**src/hw/udcs_pkg.sv**
```systemverilog
// Constants for the USB device command and status front end.
// Assumes a 200 MHz core clock and a word-aligned register port.
package udcs_pkg;
	localparam int unsigned ADDR_W = 8;
	localparam int unsigned DATA_W = 32;

	// Register byte offsets
	localparam logic [7:0] OFF_DEVICE_COMMAND_STATUS = 8'h00;
	localparam logic [7:0] OFF_CONTROLLER_INFO = 8'h04;
	localparam logic [7:0] OFF_ENDPOINT_LIST_START = 8'h08;
	localparam logic [7:0] OFF_DATA_BUFFER_START = 8'h0c;
	localparam logic [7:0] OFF_LINK_POWER_CONTROL = 8'h10;
	localparam logic [7:0] OFF_ENDPOINT_SKIP = 8'h14;
	localparam logic [7:0] OFF_ENDPOINT_BUFFER_IN_USE = 8'h18;
	localparam logic [7:0] OFF_ENDPOINT_BUFFER_CONFIG = 8'h1c;
	localparam logic [7:0] OFF_IRQ_STATUS = 8'h20;
	localparam logic [7:0] OFF_IRQ_ENABLE = 8'h24;
	localparam logic [7:0] OFF_IRQ_STATUS_SET = 8'h28;
	localparam logic [7:0] OFF_IRQ_ROUTING = 8'h2c;
	localparam logic [7:0] OFF_ENDPOINT_TOGGLE = 8'h34;

	// Plain storage words: info, list start, buffer start, power, skip, in use, config, routing
	localparam int unsigned STORE_N = 8;

	// Command/status fields
	localparam int unsigned FA_LSB = 0;
	localparam int unsigned FA_W = 7;
	localparam int unsigned BIT_DEVICE_ENABLE_BIT = 7;
	localparam int unsigned BIT_SETUP = 8;
	localparam int unsigned BIT_CLK_KEEP = 9;
	localparam int unsigned BIT_LPM_SUP = 11;
	localparam int unsigned NAK_IRQ_LSB = 12;
	localparam int unsigned NAK_IRQ_W = 4;
	localparam int unsigned BIT_CONNECT = 16;
	localparam int unsigned BIT_SUSPENDED = 17;
	localparam int unsigned BIT_BUS_POWER = 28;
	localparam logic [31:0] CMD_RESET = 32'h0000_0800;
	// Bits that a write may store; setup, suspended and bus power are not stored
	localparam logic [31:0] CMD_WR_MASK = 32'h0001_faff;

	// Interrupt status bits
	localparam int unsigned IRQ_W = 5;
	localparam int unsigned IRQ_SETUP = 0;
	localparam int unsigned IRQ_FRAME = 1;
	localparam int unsigned IRQ_BUS_RESET = 2;
	localparam int unsigned IRQ_SUSPEND = 3;
	localparam int unsigned IRQ_BUS_POWER = 4;

	// Token kinds from the serial engine
	typedef enum logic [1:0] {UDCS_TOK_OUT, UDCS_TOK_IN, UDCS_TOK_SETUP, UDCS_TOK_SOF} udcs_tok_t;

	// Timing
	localparam int unsigned CLK_MHZ = 200;
	localparam int unsigned IDLE_STOP_US = 2000;
	localparam int unsigned IDLE_STOP_CYC = IDLE_STOP_US * CLK_MHZ;
	localparam int unsigned HALF_FRAME_US = 500;
	localparam int unsigned HALF_FRAME_CYC = HALF_FRAME_US * CLK_MHZ;
endpackage : udcs_pkg

```
**src/hw/udcs_clock_keeper.sv**
```systemverilog
// Need-clock control during suspend.
// Assumes suspend and bus activity are synchronous levels from the serial engine.
`timescale 1ns/100ps
`default_nettype none
module udcs_clock_keeper #(
	parameter int unsigned IDLE_CYC = udcs_pkg::IDLE_STOP_CYC
) (
	// Clock and reset
	input wire logic clk_i,
	input wire logic arst_n_i,
	// Controls
	input wire logic suspend_i,
	input wire logic activity_i,
	input wire logic keep_i,
	// Result
	output logic need_clock_o
);
	logic [31:0] idle_cnt;
	logic expired;

	// Restarts on any activity, so a brief glitch in suspend never stops the clock
	always_ff @(posedge clk_i or negedge arst_n_i) begin
		if (!arst_n_i) begin
			idle_cnt <= 32'h0000_0000;
			expired <= 1'b0;
		end else if (!suspend_i || activity_i) begin
			idle_cnt <= 32'h0000_0000;
			expired <= 1'b0;
		end else if (idle_cnt >= IDLE_CYC - 32'h0000_0001) begin
			expired <= 1'b1;
		end else begin
			idle_cnt <= idle_cnt + 32'h0000_0001;
		end
	end

	always_ff @(posedge clk_i or negedge arst_n_i) begin
		if (!arst_n_i) begin
			need_clock_o <= 1'b1;
		end else begin
			need_clock_o <= keep_i || !(expired || (suspend_i && !activity_i
				&& idle_cnt >= IDLE_CYC - 32'h0000_0001));
		end
	end
endmodule : udcs_clock_keeper
`default_nettype wire

```
**src/hw/udcs_frame_marker.sv**
```systemverilog
// Frame output: high for half a frame after each start of frame.
// Limitation: frames shorter than the half period merge into one high level.
`timescale 1ns/100ps
`default_nettype none
module udcs_frame_marker #(
	parameter int unsigned HALF_CYC = udcs_pkg::HALF_FRAME_CYC
) (
	// Clock and reset
	input wire logic clk_i,
	input wire logic arst_n_i,
	// Start of frame pulse
	input wire logic sof_i,
	// Marker
	output logic frame_o
);
	logic [31:0] cnt;

	always_ff @(posedge clk_i or negedge arst_n_i) begin
		if (!arst_n_i) begin
			cnt <= 32'h0000_0000;
			frame_o <= 1'b0;
		end else if (sof_i) begin
			cnt <= HALF_CYC - 32'h0000_0001;
			frame_o <= 1'b1;
		end else if (cnt != 32'h0000_0000) begin
			cnt <= cnt - 32'h0000_0001;
		end else begin
			frame_o <= 1'b0;
		end
	end
endmodule : udcs_frame_marker
`default_nettype wire

```
**src/hw/udcs_top.sv**
```systemverilog
// Command/status front end of a full-speed USB device: register map,
// address filter, setup lock, need-clock, bus power, connect and frame outputs.
// Assumes a serial engine delivering synchronous token and event pulses.
`timescale 1ns/100ps
`default_nettype none
module udcs_top #(
	parameter int unsigned IDLE_CYC = udcs_pkg::IDLE_STOP_CYC,
	parameter int unsigned HALF_CYC = udcs_pkg::HALF_FRAME_CYC,
	parameter int unsigned EP_TOGGLE_W = 10
) (
	// Clock and reset
	input wire logic clk_i,
	input wire logic arst_n_i,
	// Register port
	input wire logic [udcs_pkg::ADDR_W-1:0] addr_i,
	input wire logic [udcs_pkg::DATA_W-1:0] wdata_i,
	input wire logic wr_i,
	input wire logic rd_i,
	output logic [udcs_pkg::DATA_W-1:0] rdata_o,
	// Serial engine events
	input wire logic bus_reset_i,
	input wire logic token_valid_i,
	input wire udcs_pkg::udcs_tok_t token_kind_i,
	input wire logic [udcs_pkg::FA_W-1:0] token_addr_i,
	input wire logic token_ep0_i,
	input wire logic setup_ack_i,
	input wire logic suspend_i,
	input wire logic activity_i,
	input wire logic [EP_TOGGLE_W-1:0] ep_toggle_i,
	// Token answers
	output logic token_match_o,
	output logic token_nak_o,
	output logic token_pass_o,
	// Pins
	input wire logic bus_power_pin_i,
	input wire logic pin_configuration_i,
	output logic bus_power_o,
	output logic connect_o,
	output logic frame_pulse_output_o,
	output logic need_clock_output_o,
	// Interrupt
	output logic irq_o
);
	logic [31:0] cmd;
	logic [31:0] store [udcs_pkg::STORE_N];
	logic [udcs_pkg::IRQ_W-1:0] irq_status;
	logic [udcs_pkg::IRQ_W-1:0] irq_enable;
	logic [EP_TOGGLE_W-1:0] endpoint_toggle;
	logic [udcs_pkg::IRQ_W-1:0] events;
	logic [udcs_pkg::IRQ_W-1:0] next_irq_status;
	logic [udcs_pkg::IRQ_W-1:0] next_irq_enable;
	logic bus_power_sense;
	logic suspend_q;
	logic bus_power_q;
	logic addr_hit;
	logic setup_flag;
	logic need_clk;
	logic frame_mark;
	logic [31:0] next_rdata;

	function automatic logic hit(input logic [udcs_pkg::ADDR_W-1:0] a,
		input logic [7:0] off);
		hit = (a == off);
	endfunction : hit

	// Index into the plain storage words; returns STORE_N when not one of them
	function automatic int unsigned store_index(input logic [udcs_pkg::ADDR_W-1:0] a);
		store_index = udcs_pkg::STORE_N;
		if (hit(a, udcs_pkg::OFF_CONTROLLER_INFO)) store_index = 0;
		if (hit(a, udcs_pkg::OFF_ENDPOINT_LIST_START)) store_index = 1;
		if (hit(a, udcs_pkg::OFF_DATA_BUFFER_START)) store_index = 2;
		if (hit(a, udcs_pkg::OFF_LINK_POWER_CONTROL)) store_index = 3;
		if (hit(a, udcs_pkg::OFF_ENDPOINT_SKIP)) store_index = 4;
		if (hit(a, udcs_pkg::OFF_ENDPOINT_BUFFER_IN_USE)) store_index = 5;
		if (hit(a, udcs_pkg::OFF_ENDPOINT_BUFFER_CONFIG)) store_index = 6;
		if (hit(a, udcs_pkg::OFF_IRQ_ROUTING)) store_index = 7;
	endfunction : store_index

	assign bus_power_sense = pin_configuration_i ? bus_power_pin_i : 1'b1;
	assign setup_flag = cmd[udcs_pkg::BIT_SETUP];
	assign addr_hit = cmd[udcs_pkg::BIT_DEVICE_ENABLE_BIT]
		&& token_addr_i == cmd[udcs_pkg::FA_LSB +: udcs_pkg::FA_W];

	// Command and status word
	always_ff @(posedge clk_i or negedge arst_n_i) begin
		if (!arst_n_i) begin
			cmd <= udcs_pkg::CMD_RESET;
		end else begin
			if (wr_i && hit(addr_i, udcs_pkg::OFF_DEVICE_COMMAND_STATUS)) begin
				cmd <= (cmd & ~udcs_pkg::CMD_WR_MASK) | (wdata_i & udcs_pkg::CMD_WR_MASK);
				if (wdata_i[udcs_pkg::BIT_SETUP]) begin
					cmd[udcs_pkg::BIT_SETUP] <= 1'b0;
				end
			end
			// Setting outranks a simultaneous clear so a setup is never missed
			if (setup_ack_i) begin
				cmd[udcs_pkg::BIT_SETUP] <= 1'b1;
			end
			if (bus_reset_i) begin
				cmd[udcs_pkg::FA_LSB +: udcs_pkg::FA_W] <= '0;
			end
			cmd[udcs_pkg::BIT_SUSPENDED] <= suspend_i;
			cmd[udcs_pkg::BIT_BUS_POWER] <= bus_power_sense;
		end
	end

	// Plain read/write words
	always_ff @(posedge clk_i or negedge arst_n_i) begin
		if (!arst_n_i) begin
			for (int i = 0; i < udcs_pkg::STORE_N; i++) begin
				store[i] <= 32'h0000_0000;
			end
		end else if (wr_i && store_index(addr_i) < udcs_pkg::STORE_N) begin
			store[store_index(addr_i)] <= wdata_i;
		end
	end

	// Toggle state mirrors the engine; software cannot write it
	always_ff @(posedge clk_i or negedge arst_n_i) begin
		if (!arst_n_i) begin
			endpoint_toggle <= '0;
		end else begin
			endpoint_toggle <= ep_toggle_i;
		end
	end

	// Token answers
	always_ff @(posedge clk_i or negedge arst_n_i) begin
		if (!arst_n_i) begin
			token_match_o <= 1'b0;
			token_nak_o <= 1'b0;
			token_pass_o <= 1'b0;
		end else begin
			token_match_o <= token_valid_i && addr_hit;
			token_nak_o <= token_valid_i && addr_hit && setup_flag
				&& (token_kind_i == udcs_pkg::UDCS_TOK_IN
				|| token_kind_i == udcs_pkg::UDCS_TOK_OUT);
			token_pass_o <= token_valid_i && addr_hit && token_ep0_i && !setup_flag
				&& (token_kind_i == udcs_pkg::UDCS_TOK_IN
				|| token_kind_i == udcs_pkg::UDCS_TOK_OUT);
		end
	end

	// Edge history for event detection
	always_ff @(posedge clk_i or negedge arst_n_i) begin
		if (!arst_n_i) begin
			suspend_q <= 1'b0;
			bus_power_q <= 1'b1;
		end else begin
			suspend_q <= suspend_i;
			bus_power_q <= bus_power_sense;
		end
	end

	always_comb begin
		events = '0;
		events[udcs_pkg::IRQ_SETUP] = setup_ack_i;
		events[udcs_pkg::IRQ_FRAME] = token_valid_i && token_kind_i == udcs_pkg::UDCS_TOK_SOF;
		events[udcs_pkg::IRQ_BUS_RESET] = bus_reset_i;
		events[udcs_pkg::IRQ_SUSPEND] = suspend_i != suspend_q;
		events[udcs_pkg::IRQ_BUS_POWER] = bus_power_sense != bus_power_q;
	end

	// Read clears status; new events and set writes win over that clear
	always_comb begin
		next_irq_status = irq_status;
		if (rd_i && hit(addr_i, udcs_pkg::OFF_IRQ_STATUS)) begin
			next_irq_status = '0;
		end
		if (wr_i && hit(addr_i, udcs_pkg::OFF_IRQ_STATUS_SET)) begin
			next_irq_status = next_irq_status | wdata_i[udcs_pkg::IRQ_W-1:0];
		end
		next_irq_status = next_irq_status | events;
	end

	always_ff @(posedge clk_i or negedge arst_n_i) begin
		if (!arst_n_i) begin
			irq_status <= '0;
		end else begin
			irq_status <= next_irq_status;
		end
	end

	always_comb begin
		next_irq_enable = irq_enable;
		if (wr_i && hit(addr_i, udcs_pkg::OFF_IRQ_ENABLE)) begin
			next_irq_enable = wdata_i[udcs_pkg::IRQ_W-1:0];
		end
	end

	always_ff @(posedge clk_i or negedge arst_n_i) begin
		if (!arst_n_i) begin
			irq_enable <= '0;
		end else begin
			irq_enable <= next_irq_enable;
		end
	end

	// Next status and enable, so masking never leaves a stale cycle on the line
	always_ff @(posedge clk_i or negedge arst_n_i) begin
		if (!arst_n_i) begin
			irq_o <= 1'b0;
		end else begin
			irq_o <= |(next_irq_status & next_irq_enable);
		end
	end

	// Read mux; unmapped offsets and the hole at 0x30 answer zero
	always_comb begin
		next_rdata = 32'h0000_0000;
		if (hit(addr_i, udcs_pkg::OFF_DEVICE_COMMAND_STATUS)) begin
			next_rdata = cmd;
		end else if (store_index(addr_i) < udcs_pkg::STORE_N) begin
			next_rdata = store[store_index(addr_i)];
		end else if (hit(addr_i, udcs_pkg::OFF_IRQ_STATUS)
			|| hit(addr_i, udcs_pkg::OFF_IRQ_STATUS_SET)) begin
			next_rdata[udcs_pkg::IRQ_W-1:0] = irq_status;
		end else if (hit(addr_i, udcs_pkg::OFF_IRQ_ENABLE)) begin
			next_rdata[udcs_pkg::IRQ_W-1:0] = irq_enable;
		end else if (hit(addr_i, udcs_pkg::OFF_ENDPOINT_TOGGLE)) begin
			next_rdata[EP_TOGGLE_W-1:0] = endpoint_toggle;
		end
	end

	always_ff @(posedge clk_i or negedge arst_n_i) begin
		if (!arst_n_i) begin
			rdata_o <= 32'h0000_0000;
		end else if (rd_i) begin
			rdata_o <= next_rdata;
		end else begin
			rdata_o <= 32'h0000_0000;
		end
	end

	udcs_clock_keeper #(
		.IDLE_CYC(IDLE_CYC)
	) u_keeper (
		.clk_i(clk_i),
		.arst_n_i(arst_n_i),
		.suspend_i(suspend_i),
		.activity_i(activity_i),
		.keep_i(cmd[udcs_pkg::BIT_CLK_KEEP]),
		.need_clock_o(need_clk)
	);

	udcs_frame_marker #(
		.HALF_CYC(HALF_CYC)
	) u_frame (
		.clk_i(clk_i),
		.arst_n_i(arst_n_i),
		.sof_i(events[udcs_pkg::IRQ_FRAME]),
		.frame_o(frame_mark)
	);

	// Pin outputs
	always_ff @(posedge clk_i or negedge arst_n_i) begin
		if (!arst_n_i) begin
			bus_power_o <= 1'b1;
			connect_o <= 1'b0;
			frame_pulse_output_o <= 1'b0;
			need_clock_output_o <= 1'b1;
		end else begin
			bus_power_o <= bus_power_sense;
			connect_o <= cmd[udcs_pkg::BIT_CONNECT];
			frame_pulse_output_o <= frame_mark;
			need_clock_output_o <= need_clk;
		end
	end
endmodule : udcs_top
`default_nettype wire

```
**config.mk**
```make
export PLATFORM = sky130hd
export DESIGN_NAME = udcs_top
export DESIGN_NICKNAME = d
export VERILOG_FILES = /design/src/hw/udcs_pkg.sv /design/src/hw/udcs_clock_keeper.sv /design/src/hw/udcs_frame_marker.sv /design/src/hw/udcs_top.sv
export SDC_FILE = /design/constraint.sdc
export NUM_CORES = 1
export LEC_CHECK = 0
export BUFFER_PORTS_ARGS = -buffer_cell sky130_fd_sc_hd__buf_2
export CAP_MARGIN = 20
export CELL_PAD_IN_SITES_DETAIL_PLACEMENT = 0
export CELL_PAD_IN_SITES_GLOBAL_PLACEMENT = 1
export CORE_UTILIZATION = 45
export CTS_BUF_LIST = sky130_fd_sc_hd__clkbuf_16
export CTS_CLUSTER_DIAMETER = 30
export CTS_CLUSTER_SIZE = 8
export DETAILED_ROUTE_END_ITERATION = 10
export PLACE_DENSITY = 0.87
export SLEW_MARGIN = 5
export SYNTH_ARGS = -nofsm -noshare
export SYNTH_HDL_FRONTEND = slang
export SYNTH_SLANG_ARGS = --single-unit
```
**constraint.sdc**
```tcl
create_clock -name clk_i -period 2.1 [get_ports clk_i]
set_clock_uncertainty 0.1 [all_clocks]
set_input_delay 0.42 -clock clk_i [delete_from_list [all_inputs] [get_ports clk_i]]
set_output_delay 0.42 -clock clk_i [all_outputs]
set_load 0.03 [all_outputs]
```
==> flow_summary_export.csv <==
group,metric,value,unit
cts,worstSkewPairLatency,0.60,ns
layout,fin_nets,1915,
layout,area_delta_synth_final,41.5,%
setup_path,critPathMaxFanout,5,
power,p_total,24200,µW
status,violations,"setup timing",
drt,drt_iter0_drc,918,
global_route,antenna_found_initial,1,
synthesis,synth_area,0.0178,mm²
synthesis,synth_common_cells,"dfrtp_1, mux2_2, nor2_1",
cts,clk_pin_slew,0.05,ns
synthesis,synth_enable_flop_cells,0,
global_route,grt_usage,0.261,
setup_path,rr_startpoint,"u_frame.cnt[0]",
synthesis,synth_compound_area_frac,0.105,
synthesis,synthTopCellsByArea,"dfrtp_1, mux2_2, o22ai_1, o21ai_0, nor2_1",
drt,drc,0,
global_route,grt_max_degree,77,
sta,final.setup.worst_slack,-0.162,ns
global_route,grt_pass1_wl,83200,µm
drt,via_per_inst,5.83,
placement,dp_hpwl,33300,µm
drt,dr.pass1.iters,7,
synthesis,synth_top_area_cell,"dfrtp_1",
synthesis,yosys_warnings,0,
layout,final_util,0.647,
sta,drv_slew,0,
setup_path,worstPathRequired,2.53,ns
cts,numCtsBuffers,92,
floorplanning,die_w,201,µm
synthesis,synthAdderAreaFrac,0.00141,
sta,worst_slew_pin_slew,0.624,ns
cts,tritoncts,"yes",
drt,ant_nets,0,
sta,fmax,442,MHz
synthesis,ys_seq_elements,401,
synthesis,async_flop_share,1.00,
worst_hold_path,hold_path.startpoint,"bus_reset_i",
placement,pre_cts_ws,-0.475,ns
synthesis,yosysUniqueCellTypes,73,
drt,via_count,14200,
synthesis,synth_xor_area_frac,0.0123,
synthesis,syn-mean-instance-area,12.1,µm²
drt,wl_per_cell,21.7,µm
floorplanning,ioPinCount,111,
sta,final.setup.tns,-2.50,ns
power,leakage,0.0121,µW
worst_hold_path,min_path_cells,2,
setup_path,r2r_cells,7,
layout,drive_gt1_frac,0.468,
synthesis,synth_nets,1538,
synthesis,ys.flop_type,"dfrtp_1",
setup_path,r2r-end,"u_frame.cnt[19]",
synthesis,synth_top_family_by_area,"multiplexers",
floorplanning,fp-row-count,72,
cts,cts.path.max_buffers,3,
layout,nFillCells,2760,
power,vdd_drop_max,0.856,mV
worst_hold_path,hold_path.class,"in -> reg",
setup_path,startpoint_type,"flop",
setup_path,crit_path_end_kind,"flop",
job,cap_violations,0,
cts,cts-htree-levels,3,
setup_path,critPathKind,"reg -> reg",
floorplanning,core-area,0.0388,mm²
cts,clock_sinks,401,
setup_path,cp_data_arrival_time,2.69,ns
status,outcome,"complete, but fails checks",
sta,relSlewSlack,0.582,
placement,port_buffers,110,
cts,cts_root_buffer,"clkbuf_16",
sta,final.period_utilization,1.08,
synthesis,syn-instance-count,1465,
synthesis,yosysMostFrequentCell,"dfrtp_1",
floorplanning,chipHeight,201,µm
synthesis,synthSimpleGateAreaFrac,0.113,
power,p_per_area,962,mW/mm²
drt,wl,52900,µm
floorplanning,dieArea,0.0403,mm²
global_route,grt_pass1_vias,15100,
sta,setup_viol,40,
sta,fin_crit,2.26,ns
synthesis,yosysSeqAreaShare,0.565,
sta,rsz0062_at_grt,"yes",
sta,fin_hold_ws,0.0141,ns
synthesis,synth_top_area_share,0.559,
global_route,grt-ovfl-total,0,
synthesis,synthMuxAreaShare,0.179,
setup_path,ff2ff_setup_slack,-0.16,ns
placement,gp_congestion,0.885,
floorplanning,initial_utilization,0.457,
worst_hold_path,whs_endpoint,"cmd[4]",
sta,finalHoldViolations,0,
metrics by stage:
stage          cell area, µm²  cells
2_1_floorplan           18100   1465
3_3_place_gp            21000   2220
3_5_place_dp            21000   2220
4_1_cts                 24600   2420
5_1_grt                 25100   2435
6_report                25100   2435
placed cells by master, fill, tap and decap left out, drive strengths merged, types with 10 or more instances in the layout:
cell type	Yosys	layout
clkinv	0	25
bufinv	0	15
and2	15	15
nor3	30	30
or4	20	20
o211ai	10	10
nor2	95	95
nand4	12	12
nand3	37	37
o22ai	68	68
mux2i	13	13
a21oi	41	41
or3	22	22
xor2	17	17
clkinvlp	0	14
inv	11	30
mux2	271	271
o21ai	72	72
dfrtp	397	397
nand2	69	69
o31ai	11	11
dlygate4sd3	0	17
and4	18	18
buf	45	357
clkbuf	47	95
nor4	12	12
per-layer routing:
layer / track usage / vias up / wire, µm
met5: 0 / - / 0
met4: 0.112 / 0 / 1920
met3: 0.0563 / 167 / 3280
met2: 0.417 / 573 / 25500
met1: 0.345 / 7241 / 22200
li1: - / 6223 / -
worst max path at each step:
stage,startpoint,to,slack (ns),depth (start not counted)
2_1_floorplan,addr_i[6],store[203],-0.12,6
3_3_place_gp,addr_i[2],rdata_o[2],-0.44,8
3_5_place_dp,addr_i[2],rdata_o[2],-0.48,8
4_1_cts,u_frame.cnt[1],u_frame.cnt[19],-0.1,7
5_1_grt,u_frame.cnt[14],u_frame.cnt[19],-0.26,7
6_report,u_frame.cnt[0],u_frame.cnt[19],-0.16,7
cells by family (layout without fill, tap and decap cells):
group | Yosys count | in the layout
AO/OA/AOI/OAI | 280 | 281
multiplexers | 284 | 284
XOR/XNOR | 25 | 25
adder cells (fa/ha/maj) | 2 | 2
AND/OR/NAND/NOR | 370 | 370
flip-flops | 401 | 401
buffers and inverters | 103 | 553
other | 0 | 1
repair_timing:
action | 4_1_cts | 5_1_grt
setup buffers | 15 | 15
pin swaps | 17 | 56
endpoints found under the setup margin | 42 | 48
hold buffers | 17 | 0
gates cloned | 0 | 1
resized for setup | 26 | 99
hold endpoints to repair | 57 | 0
power breakdown:
part	switching (µW)	internal (µW)
Combinational	766	685
Sequential	211	8040
Clock	4490	9980
sequential cells by signal, indices dropped and copies added, names as in the netlist, 5 cells and up:
name	cells
irq_status	5
cmd	18
u_frame.cnt	32
endpoint_toggle	10
irq_enable	5
store	256
rdata_o	32
u_keeper.idle_cnt	32
critical path, stage by stage (launching register included):
cell and delay, ns:
dfrtp_1 0.39, buf_4 0.16, or4_4 0.57, nor3_4 0.15, buf_6 0.13, o211ai_1 0.18
or4_1 0.44, nand2_1 0.08
layout make-up:
class	instances	area, µm²	area share
Antenna cell	1	2.50	0.0000996
Multi-Input combinational cell	962	8090	0.322
Sequential cell	401	10000	0.400
Tap cell	518	648	0.0258
Inverter	11	41.3	0.00164
Clock buffer	95	2380	0.0946
Clock inverter	73	803	0.0320
Timing Repair Buffer	374	3120	0.124
Note: power is estimated with default switching activity, not from simulation.
